$ cat config.mk
export PLATFORM = sky130hd
export DESIGN_NAME = gpio_data_port
export DESIGN_NICKNAME = d
export VERILOG_FILES = /design/src/verilog/gpio_data_pkg.sv /design/src/verilog/gpio_pin_word.sv /design/src/verilog/gpio_data_port.sv
export SDC_FILE = /design/constraint.sdc
export NUM_CORES = 1
export LEC_CHECK = 0
export BUFFER_PORTS_ARGS = -buffer_cell sky130_fd_sc_hd__buf_2
export CORE_ASPECT_RATIO = 1.1
export CORE_MARGIN = 1.5
export CORE_UTILIZATION = 45
export DETAILED_ROUTE_END_ITERATION = 7
export GPL_ROUTABILITY_DRIVEN = 0
export GPL_TIMING_DRIVEN = 0
export PLACE_DENSITY = 0.72
export SETUP_SLACK_MARGIN = 0.3
export SLEW_MARGIN = 20
export SYNTH_ARGS = -nofsm -noshare
export SYNTH_HDL_FRONTEND = slang
export SYNTH_HIERARCHICAL = 1
export SYNTH_SLANG_ARGS = --single-unit
$ cat constraint.sdc
create_clock -name core_clk_i -period 3.3 [get_ports core_clk_i]
set_input_delay 0.99 -clock core_clk_i [delete_from_list [all_inputs] [get_ports core_clk_i]]
set_output_delay 0.99 -clock core_clk_i [all_outputs]
set_load 0.005 [all_outputs]
$ cat src/verilog/gpio_data_pkg.sv
/*
 * Constants for the general-purpose pin data port: register addresses, reset values,
 * register kinds and the address lookup used by the bus decoder.
 * Assumes a 32-bit byte-addressed APB bus with each register on one aligned word.
 */
// Behaviour
// - a write to an output-level word drives the written bit on each enabled output pin
// - for an input pin, writing its output-level bit leaves the pin undriven
// - reading an output-level word returns the last value written, any direction
// - reading an input-level word returns the live pin level for input pins
// - reading an input-level word returns the written output bit for output pins
// - three read/write output-level words, bit n serves pin n, reset zero
// - three read-only input-level words, bit n serves pin n, reset zero
// - set enable bit gives pin to general use, clear keeps primary function; reset zero
// - direction bit selects sense or drive; direction resets to all ones
package gpio_data_pkg;

	localparam int WORD_W = 32;
	localparam int NUM_WORDS = 3;

	localparam logic [31:0] ENABLE_ADDR0 = 32'hD00A0000;
	localparam logic [31:0] ENABLE_ADDR1 = 32'hD00A0004;
	localparam logic [31:0] ENABLE_ADDR2 = 32'hD00A0008;
	localparam logic [31:0] DIRECTION_ADDR0 = 32'hD00A000C;
	localparam logic [31:0] DIRECTION_ADDR1 = 32'hD00A0010;
	localparam logic [31:0] DIRECTION_ADDR2 = 32'hD00A0014;
	localparam logic [31:0] OUTPUT_LEVEL_ADDR0 = 32'hD00A0018;
	localparam logic [31:0] OUTPUT_LEVEL_ADDR1 = 32'hD00A001C;
	localparam logic [31:0] OUTPUT_LEVEL_ADDR2 = 32'hD00A0020;
	localparam logic [31:0] INPUT_LEVEL_ADDR0 = 32'hD00A0024;
	localparam logic [31:0] INPUT_LEVEL_ADDR1 = 32'hD00A0028;
	localparam logic [31:0] INPUT_LEVEL_ADDR2 = 32'hD00A002C;

	localparam logic [31:0] ENABLE_RESET = 32'h00000000;
	localparam logic [31:0] DIRECTION_RESET = 32'hFFFFFFFF;
	localparam logic [31:0] OUTPUT_LEVEL_RESET = 32'h00000000;
	localparam logic [31:0] INPUT_LEVEL_RESET = 32'h00000000;
	localparam logic [31:0] UNMAPPED_READ = 32'h00000000;

	typedef enum logic [1:0]
	{
		KIND_ENABLE = 2'h0,
		KIND_DIRECTION = 2'h1,
		KIND_OUTPUT_LEVEL = 2'h2,
		KIND_INPUT_LEVEL = 2'h3
	} reg_kind_t;

	typedef enum logic [1:0]
	{
		ST_IDLE = 2'h0,
		ST_ACCESS = 2'h1
	} bus_state_t;

	// byte address of one register word of a given kind
	function automatic logic [31:0] reg_addr(input reg_kind_t kind, input logic [1:0] word);
		logic [31:0] a0;
		logic [31:0] a1;
		logic [31:0] a2;
		a0 = INPUT_LEVEL_ADDR0;
		a1 = INPUT_LEVEL_ADDR1;
		a2 = INPUT_LEVEL_ADDR2;
		case (kind)
			KIND_ENABLE:
			begin
				a0 = ENABLE_ADDR0;
				a1 = ENABLE_ADDR1;
				a2 = ENABLE_ADDR2;
			end
			KIND_DIRECTION:
			begin
				a0 = DIRECTION_ADDR0;
				a1 = DIRECTION_ADDR1;
				a2 = DIRECTION_ADDR2;
			end
			KIND_OUTPUT_LEVEL:
			begin
				a0 = OUTPUT_LEVEL_ADDR0;
				a1 = OUTPUT_LEVEL_ADDR1;
				a2 = OUTPUT_LEVEL_ADDR2;
			end
			default:
			begin
				a0 = INPUT_LEVEL_ADDR0;
				a1 = INPUT_LEVEL_ADDR1;
				a2 = INPUT_LEVEL_ADDR2;
			end
		endcase
		case (word)
			2'h0: return a0;
			2'h1: return a1;
			default: return a2;
		endcase
	endfunction

endpackage

$ cat src/verilog/gpio_pin_word.sv
/*
 * One 32-pin slice of the data port: enable, direction and output-level registers,
 * the registered pin drivers and the sampled input-level word.
 * Assumes the bus side hands it a qualified write pulse with byte strobes.
 */
`timescale 1ns/1ns
module gpio_pin_word #(
	parameter int W = gpio_data_pkg::WORD_W
) (
	input wire logic core_clk_i,
	input wire logic nrst_i,
	input wire logic wr_en_i,
	input wire gpio_data_pkg::reg_kind_t wr_kind_i,
	input wire logic [W-1:0] wdata_i,
	input wire logic [W/8-1:0] wstrb_i,
	input wire logic [W-1:0] pin_in_i,
	output logic [W-1:0] enable_o,
	output logic [W-1:0] direction_o,
	output logic [W-1:0] output_level_o,
	output logic [W-1:0] input_level_o,
	output logic [W-1:0] pin_out_o,
	output logic [W-1:0] pin_oe_o
);

	if (W % 8 != 0)
	begin : g_check
		$error("gpio_pin_word: W must be a whole number of bytes");
	end

	logic [W-1:0] byte_mask;
	logic [W-1:0] next_enable;
	logic [W-1:0] next_direction;
	logic [W-1:0] next_output_level;
	logic [W-1:0] next_input_level;
	logic [W-1:0] next_pin_out;
	logic [W-1:0] next_pin_oe;

	for (genvar b = 0; b < W / 8; b++)
	begin : g_mask
		assign byte_mask[b*8 +: 8] = {8{wstrb_i[b]}};
	end

	always_comb
	begin
		next_enable = enable_o;
		next_direction = direction_o;
		next_output_level = output_level_o;
		if (wr_en_i)
		begin
			case (wr_kind_i)
				gpio_data_pkg::KIND_ENABLE:
					next_enable = (enable_o & ~byte_mask) | (wdata_i & byte_mask);
				gpio_data_pkg::KIND_DIRECTION:
					next_direction = (direction_o & ~byte_mask) | (wdata_i & byte_mask);
				gpio_data_pkg::KIND_OUTPUT_LEVEL:
					// stored whatever the direction, so readback matches the write
					next_output_level = (output_level_o & ~byte_mask) | (wdata_i & byte_mask);
				default:
					next_output_level = output_level_o;
			endcase
		end
		// direction bit set means sense; output pins reflect their own stored level
		next_input_level = (next_direction & pin_in_i) | (~next_direction & next_output_level);
		next_pin_out = next_output_level;
		// only enabled pins set to drive get the driver; inputs ignore the level
		next_pin_oe = next_enable & ~next_direction;
	end

	always_ff @(posedge core_clk_i or negedge nrst_i)
	begin
		if (!nrst_i)
		begin
			enable_o <= W'(gpio_data_pkg::ENABLE_RESET);
			direction_o <= W'(gpio_data_pkg::DIRECTION_RESET);
			output_level_o <= W'(gpio_data_pkg::OUTPUT_LEVEL_RESET);
			input_level_o <= W'(gpio_data_pkg::INPUT_LEVEL_RESET);
			pin_out_o <= W'(gpio_data_pkg::OUTPUT_LEVEL_RESET);
			pin_oe_o <= '0;
		end
		else
		begin
			enable_o <= next_enable;
			direction_o <= next_direction;
			output_level_o <= next_output_level;
			input_level_o <= next_input_level;
			pin_out_o <= next_pin_out;
			pin_oe_o <= next_pin_oe;
		end
	end

endmodule // gpio_pin_word

$ cat src/verilog/gpio_data_port.sv
/*
 * General-purpose pin data port: APB slave over the enable, direction,
 * output-level and input-level words, with one slice per 32 pins.
 * Assumes pins are synchronous to core_clk_i and a pad mux outside uses pin_sel_o.
 */
`timescale 1ns/1ns
module gpio_data_port #(
	parameter int NUM_WORDS = gpio_data_pkg::NUM_WORDS
) (
	input wire logic core_clk_i,
	input wire logic nrst_i,
	input wire logic [31:0] paddr_i,
	input wire logic psel_i,
	input wire logic penable_i,
	input wire logic pwrite_i,
	input wire logic [31:0] pwdata_i,
	input wire logic [3:0] pstrb_i,
	output logic [31:0] prdata_o,
	output logic pready_o,
	output logic pslverr_o,
	input wire logic [NUM_WORDS*32-1:0] pin_in_i,
	output logic [NUM_WORDS*32-1:0] pin_out_o,
	output logic [NUM_WORDS*32-1:0] pin_oe_o,
	output logic [NUM_WORDS*32-1:0] pin_sel_o
);

	if (NUM_WORDS < 1 || NUM_WORDS > 3)
	begin : g_check
		$error("gpio_data_port: address map holds one to three words per kind");
	end

	localparam int PINS = NUM_WORDS * 32;

	gpio_data_pkg::bus_state_t state;
	gpio_data_pkg::bus_state_t next_state;
	logic next_pready;
	logic next_pslverr;
	logic [31:0] next_prdata;

	logic hit;
	logic [1:0] hit_word;
	gpio_data_pkg::reg_kind_t hit_kind;
	logic wr_en;
	logic [NUM_WORDS-1:0] word_wr;

	logic [PINS-1:0] enable_all;
	logic [PINS-1:0] direction_all;
	logic [PINS-1:0] output_level_all;
	logic [PINS-1:0] input_level_all;

	// one address compare table serves reads and writes alike
	always_comb
	begin
		hit = 1'b0;
		hit_word = 2'h0;
		hit_kind = gpio_data_pkg::KIND_ENABLE;
		for (int k = 0; k < 4; k++)
		begin
			for (int w = 0; w < NUM_WORDS; w++)
			begin
				if (paddr_i == gpio_data_pkg::reg_addr(gpio_data_pkg::reg_kind_t'(k), 2'(w)))
				begin
					hit = 1'b1;
					hit_word = 2'(w);
					hit_kind = gpio_data_pkg::reg_kind_t'(k);
				end
			end
		end
	end

	// write lands only at the completing edge; input-level words refuse writes
	always_comb
	begin
		wr_en = (state == gpio_data_pkg::ST_ACCESS) && psel_i && penable_i && pwrite_i
			&& pready_o && hit && (hit_kind != gpio_data_pkg::KIND_INPUT_LEVEL);
		for (int w = 0; w < NUM_WORDS; w++)
		begin
			word_wr[w] = wr_en && (hit_word == 2'(w));
		end
	end

	for (genvar g = 0; g < NUM_WORDS; g++)
	begin : g_word
		gpio_pin_word #(
			.W(32)
		) u_word (
			.core_clk_i(core_clk_i),
			.nrst_i(nrst_i),
			.wr_en_i(word_wr[g]),
			.wr_kind_i(hit_kind),
			.wdata_i(pwdata_i),
			.wstrb_i(pstrb_i),
			.pin_in_i(pin_in_i[g*32 +: 32]),
			.enable_o(enable_all[g*32 +: 32]),
			.direction_o(direction_all[g*32 +: 32]),
			.output_level_o(output_level_all[g*32 +: 32]),
			.input_level_o(input_level_all[g*32 +: 32]),
			.pin_out_o(pin_out_o[g*32 +: 32]),
			.pin_oe_o(pin_oe_o[g*32 +: 32])
		);
	end

	// pad mux select follows the stored enable bits directly
	assign pin_sel_o = enable_all;

	// zero wait states: pready rises in the first access cycle
	always_comb
	begin
		next_state = state;
		next_pready = 1'b0;
		next_pslverr = 1'b0;
		next_prdata = prdata_o;
		case (state)
			gpio_data_pkg::ST_IDLE:
			begin
				if (psel_i && !penable_i)
				begin
					next_state = gpio_data_pkg::ST_ACCESS;
					next_pready = 1'b1;
					next_prdata = gpio_data_pkg::UNMAPPED_READ;
					if (!hit)
					begin
						next_pslverr = 1'b1;
					end
					else if (pwrite_i)
					begin
						next_pslverr = (hit_kind == gpio_data_pkg::KIND_INPUT_LEVEL);
					end
					else
					begin
						case (hit_kind)
							gpio_data_pkg::KIND_ENABLE:
								next_prdata = enable_all[hit_word*32 +: 32];
							gpio_data_pkg::KIND_DIRECTION:
								next_prdata = direction_all[hit_word*32 +: 32];
							gpio_data_pkg::KIND_OUTPUT_LEVEL:
								next_prdata = output_level_all[hit_word*32 +: 32];
							gpio_data_pkg::KIND_INPUT_LEVEL:
								next_prdata = input_level_all[hit_word*32 +: 32];
							default:
								next_prdata = gpio_data_pkg::UNMAPPED_READ;
						endcase
					end
				end
			end
			gpio_data_pkg::ST_ACCESS:
			begin
				// master that drops psel mid-transfer also ends it
				next_state = gpio_data_pkg::ST_IDLE;
				next_prdata = gpio_data_pkg::UNMAPPED_READ;
			end
			default:
			begin
				next_state = gpio_data_pkg::ST_IDLE;
			end
		endcase
	end

	always_ff @(posedge core_clk_i or negedge nrst_i)
	begin
		if (!nrst_i)
		begin
			state <= gpio_data_pkg::ST_IDLE;
			pready_o <= 1'b0;
			pslverr_o <= 1'b0;
			prdata_o <= gpio_data_pkg::UNMAPPED_READ;
		end
		else
		begin
			state <= next_state;
			pready_o <= next_pready;
			pslverr_o <= next_pslverr;
			prdata_o <= next_prdata;
		end
	end

endmodule // gpio_data_port

Word level (Yosys, flattened, before mapping) --
Cells that the tools add are included.
Operators by class: add/subtract/negate cells 0, $mul 0, divide/modulo/power cells 0, magnitude comparators 0, equality and inequality tests 20, shifts and indexed selects 4, multiplexer cells 63, bitwise operators 35, reduce and logical (&&, ||, !) cells 16
Operator list (number):
- $mux W32 | 21
- $and A32 B32 Y32 | 19
- $eq A32 B32 Y1 const B | 12
- $or A32 B32 Y32 | 12
- $shiftx A96 B8 Y32 | 4
- $not A32 Y32 | 4
- $pmux W32 S4 | 1
- $pmux W32 S2 | 1
- $mux W2 | 20
- $mux W1 | 20
- $logic_and A1 B1 Y1 | 10
- $eq A2 B1 Y1 const B | 3
- $eq A2 B2 Y1 const B | 3
- $logic_not A2 Y1 | 3
- $ne A2 B2 Y1 const B | 2
- $reduce_and A2 Y1 | 1
- $reduce_bool A2 Y1 | 1
- $logic_not A1 Y1 | 1
Storage, ports and cells: bits in registers 516, bits in latches 0, bits in writable memories 0, bits in read-only memories 0, output and inout port bits 322, logic and storage cells 157, memories kept 0

Depth between registers and ports, before layout --
word-level depth 20, depth in mapped cells 14, mapped depth without buffers 9

Hierarchy --
The synthesis kept the hierarchy.
By module, submodules not included:
- gpio_pin_word | instances 3, cells an instance 560, area each 6353.6 um^2, sequential area each 4043.9 um^2
- gpio_data_port | instances 1, cells an instance 850, area each 5833.1 um^2, sequential area each 875.8 um^2

Worst setup path before layout --
No wires, ideal clock.
path kind input to register, start in paddr_i[1], end reg g_word[0].u_word.input_level_o[26], setup time 94 ps, arrival time 3859 ps, data required time 3206 ps, setup slack -653 ps, stages on the path 10, buffers on the path 3, cells stage by stage nor4_2 -> buf_2 -> o21ai_1 -> clkbuf_1 -> a211oi_1 -> buf_4 -> nand4b_2 -> nand2_1 -> o22ai_1 -> a211oi_1
Between the ends: elaborated cells on any way between the ends 59
RTL lines:
- from (decl) | RTL line gpio_data_port.sv:12 | input wire logic [31:0] paddr_i,
- $eq A32 B32 Y1 | RTL line gpio_data_port.sv:61 | if (paddr_i == gpio_data_pkg::reg_addr(gpio_data_pkg::reg_kind_t'(k), 2'(w)))
- $mux W1 | RTL line gpio_data_port.sv:61
- $mux W2 (7 in series) | RTL line gpio_data_port.sv:61
- $mux W2 (*) | RTL line gpio_data_port.sv:61
- named net hit_kind[0] | RTL line gpio_data_port.sv:42 | gpio_data_pkg::reg_kind_t hit_kind;
- $ne A2 B2 Y1 | RTL line gpio_data_port.sv:75 | && pready_o && hit && (hit_kind != gpio_data_pkg::KIND_INPUT_LEVEL);
- $logic_and A1 B1 Y1 | RTL line gpio_data_port.sv:75
- $logic_and A1 B1 Y1 | RTL line gpio_data_port.sv:78 | word_wr[w] = wr_en && (hit_word == 2'(w));
- $mux W32 | RTL line gpio_pin_word.sv:48 | if (wr_en_i)
- $not A32 Y32 | RTL line gpio_pin_word.sv:63 | next_input_level = (next_direction & pin_in_i) | (~next_direction & next_output_level);
- $and A32 B32 Y32 | RTL line gpio_pin_word.sv:63
- $or A32 B32 Y32 (*) | RTL line gpio_pin_word.sv:63
- named net g_word[0].u_word.next_input_level[26] | RTL line gpio_pin_word.sv:34 | logic [W-1:0] next_input_level;
- to (signal assigned) | RTL line gpio_pin_word.sv:76 | input_level_o <= W'(gpio_data_pkg::INPUT_LEVEL_RESET);
- to (signal assigned) | RTL line gpio_pin_word.sv:85 | input_level_o <= next_input_level;
- to (decl) | RTL line gpio_pin_word.sv:20 | output logic [W-1:0] input_level_o,
Mark *: on every way through the listed nets, which the timed path passes. The rest lies on a longest branch. A chain may end at the register's enable or synchronous reset.

Worst setup path in the final report --
start in paddr_i[6], end reg g_word[2].u_word.input_level_o[29]
Between the ends: longest elaborated chain between the ends 20, elaborated cells on any way between the ends 59
RTL lines:
- $eq A32 B32 Y1 | RTL line gpio_data_port.sv:61
- $mux W1 (12 in series) | RTL line gpio_data_port.sv:61
- $logic_and A1 B1 Y1 (2 in series) | RTL line gpio_data_port.sv:75
- $logic_and A1 B1 Y1 (*) | RTL line gpio_data_port.sv:78
- named net word_wr[2] | RTL line gpio_data_port.sv:44 | logic [NUM_WORDS-1:0] word_wr;
- $mux W32 | RTL line gpio_pin_word.sv:48
- $not A32 Y32 | RTL line gpio_pin_word.sv:63
- $and A32 B32 Y32 | RTL line gpio_pin_word.sv:63
- $or A32 B32 Y32 (*) | RTL line gpio_pin_word.sv:63
- named net g_word[2].u_word.next_input_level[29] | RTL line gpio_pin_word.sv:34
- to (signal assigned) | RTL line gpio_pin_word.sv:76
- to (signal assigned) | RTL line gpio_pin_word.sv:85
- to (decl) | RTL line gpio_pin_word.sv:20
Marked as above.

==> qor.txt <==
Max-slew violations - 0
Slew @ Worst Pin - 1.08 ns
First-pass GRT wire length - 153,000 um
Drt via density - 6.27
CP dominant cell by count - buf_6
GRT overflow - 0
H-Tree Depth - 2
Worst-path clk slew - 0.07 ns
Vias in the first global route - 24,500
Syn avg cell area - 9.84 um^2
Layout cells sized above 1 - 0.454
Buffers on Ports - 487
Violated checks - negative setup slack
Status - finished, violations left
Worst slew margin - 0.279
Clock skew - 0.0138 ns
DRT antenna net count - 0
Starting Density - 0.455
Die width - 227 um
CTS max path bufs - 3
Area contributors post-synth - dfrtp_1 (42%), dfstp_2 (10%), nand2_1 (8.6%), mux2_2 (4.4%), a21oi_1 (3.3%)
Ports - 491
Non-Filler Cell Area, Final - 35,400 um^2
CP Cell Sequence - buf_2 > nor4_4 > buf_6 > buf_8 > nand3_4 > or4_4 > nor2_4 > buf_12 > buf_6 > buf_12 > nand4b_4 > buf_6 > nand2_4 > a21oi_4 > a41oi_2
Slowest cell on crit path - or4_4
Wire per inst - 27.5 um
Clock sinks - 515
Core ar. - 54,700 um^2
Die Span Y - 250 um
Setup Slack @ Placement - -1.62 ns
Pwr Density - 379 nW/um^2
WP data required - 3.84 ns
Crit path DAT - 3.85 ns
Yosys Warn Count - 6
Initial antenna violation count - 11
Worst-Skew Late Latency - 0.63 ns
Endpoints failing hold - 0
Synth Instances - 2,530
CP endpoint kind - flop
P_leak - 0.0171 uW
Fmax - 302 MHz
Setup WS post-layout - -0.0126 ns
Syn Nets - 2,699
Clock buffer count from CTS - 53
Most frequent cells in the layout - buf_2 (508), nand2_1 (440), dfrtp_1 (419), buf_4 (156), a21oi_1 (103)
Most common cell after layout, fill and taps aside - buf_2
CP Max Fanout - 10
RSZ-0062 raised after global routing - yes
HP Class - input pin to async pin
Min cycle time layout - 3.31 ns
CP bufs+invs - 7
CTS tree - done
Setup crit start kind - input pin
Detail Placement HPWL - 72,900 um
Placed inst area - 28,700 um^2
Cell taking the most area after synthesis - dfrtp_1
MaxCap Viol Count - 0
Final setup viols - 11
Router iterations before antenna repair - 5
Fill cells - 4,153
Mapped cell area - 24,900 um^2
Post-Route Utilization - 0.647
Area delta synth->final - 42.3%
Remaining DRCs - 0
Cell variety after synth - 55
Largest net degree at the start of global routing - 99
All-layer global routing usage - 0.367
Hold_ws - 0.259 ns
Die area - 56,700 um^2
Post-synthesis sequential area ratio - 0.523
Yosys top cell area share - 0.421
Critical Path Max Stage Delay - 0.59 ns
Row cnt - 90
Final layout net count - 3,374
Post-Route WL - 110,000 um
VDD IR max - 0.000370 V
Tcrit/Tclk final - 1.00
R2R Setup Slk - 0.35 ns
Via count - 25,000
Critical path class - input pin to flop
1st-iter DRT viols - 2,652
#FFs+latches synth - 515
CP delay by family, top - simple AND/OR/NAND/NOR gates
Clock Tree Root - clkbuf_16
[logic make-up after synthesis]
logic type / share of synthesized area
compound gates: 0.160
xor+xnor: 0.000704
buf+inv: 0.0649
flops: 0.523
mux: 0.0439
simple gates: 0.208
[metrics by stage]
stage | cells | total power (uW) | TNS, ns
after floorplan | 2530 | 6560 | -17.94
after global placement | 3753 | 6960 | -4879.12
after detailed placement | 3758 | 7000 | -582.21
after CTS | 3950 | 13400 | 0
after global routing | 3989 | 13800 | -0.585
final | 3993 | 13400 | -0.0753
[report_power, final]
part / switching [uW] / internal [uW] / leakage, uW
clock: 2660 / 3820 / 0.000914
sequential: 4.33 / 6330 / 0.00682
combinational: 471 / 151 / 0.00932
total: 3140 / 10300 / 0.0171
[final timing paths]
kind	from	end	depth (start not counted)
worst max-delay path	paddr_i[6]	g_word[2].u_word/input_level_o[29]	15
worst min-delay path	nrst_i	g_word[0].u_word/pin_oe_o[11]	1
worst max register to register	state[0]	prdata_o[0]	8
worst min register to register	g_word[0].u_word/direction_o[7]	g_word[0].u_word/direction_o[7]	2
max in group asynchronous	nrst_i	g_word[2].u_word/direction_o[27]	3
min in group core_clk_i	g_word[0].u_word/direction_o[7]	g_word[0].u_word/direction_o[7]	2
[synthesized netlist by cell type (all sizes together)]
| cell | instances |
|---|---|
| nand2 | 574 |
| and4b | 12 |
| a22o | 32 |
| a211o | 2 |
| clkbuf | 60 |
| nand3 | 77 |
| o22ai | 12 |
| a311oi | 1 |
| xnor2 | 2 |
| inv | 80 |
| nor2 | 82 |
| a21boi | 32 |
| nand2b | 35 |
| nor4b | 8 |
| nor2b | 102 |
| nand4b | 15 |
| o311a | 32 |
| or3 | 1 |
| o221ai | 33 |
| a221oi | 31 |
| and2 | 34 |
| or2 | 1 |
| mux2 | 97 |
| and4 | 1 |
| nand4 | 66 |
| and3b | 1 |
| a211oi | 45 |
| dfstp | 96 |
| nor3b | 3 |
| a22oi | 32 |
| nor4bb | 2 |
| a31oi | 1 |
| buf | 164 |
| nor3 | 29 |
| a41oi | 85 |
| nor4 | 4 |
| dfrtp | 419 |
| or4 | 2 |
| o21ai | 48 |
| o21a | 14 |
| a21oi | 162 |
| and3 | 1 |
[state kept, by name (all words and copies together) (netlist names)]
register / flops
g_word.u_word/pin_out_o: 96
g_word.u_word/pin_oe_o: 96
g_word.u_word/enable_o: 96
prdata_o: 32
pready_o: 1
state: 1
g_word.u_word/direction_o: 96
pslverr_o: 1
g_word.u_word/input_level_o: 96
[per-layer routing]
| layer | vias to the layer above | global-route usage | part of all wire |
|---|---|---|---|
| li1 | 10300 | - | - |
| met1 | 12400 | 0.460 | 0.36 |
| met2 | 1737 | 0.569 | 0.46 |
| met3 | 511 | 0.0749 | 0.095 |
| met4 | 10 | 0.250 | 0.084 |
| met5 | - | 0 | 0.00091 |
[final cells by class]
cell class / count / area (um^2) / area share
clock inverters: 18 / 259 / 0.00731
clock buffers: 81 / 1600 / 0.0453
inverters: 80 / 300 / 0.00848
plain buffers: 224 / 1560 / 0.0442
repair buffers: 618 / 4170 / 0.118
well taps: 736 / 921 / 0.0260
multi-input cells: 1713 / 13600 / 0.383
flip-flops and latches: 515 / 13000 / 0.367
diodes: 8 / 20.0 / 0.000565
[what timing repair did]
action,CTS,global route
gates resized for setup,325,475
pin swaps,54,118
setup endpoints to repair,512,469
hold buffers,0,0
buffers inserted,88,34
hold endpoints to repair,0,0
cloned,5,1
Power figures use the tool's default switching activity.
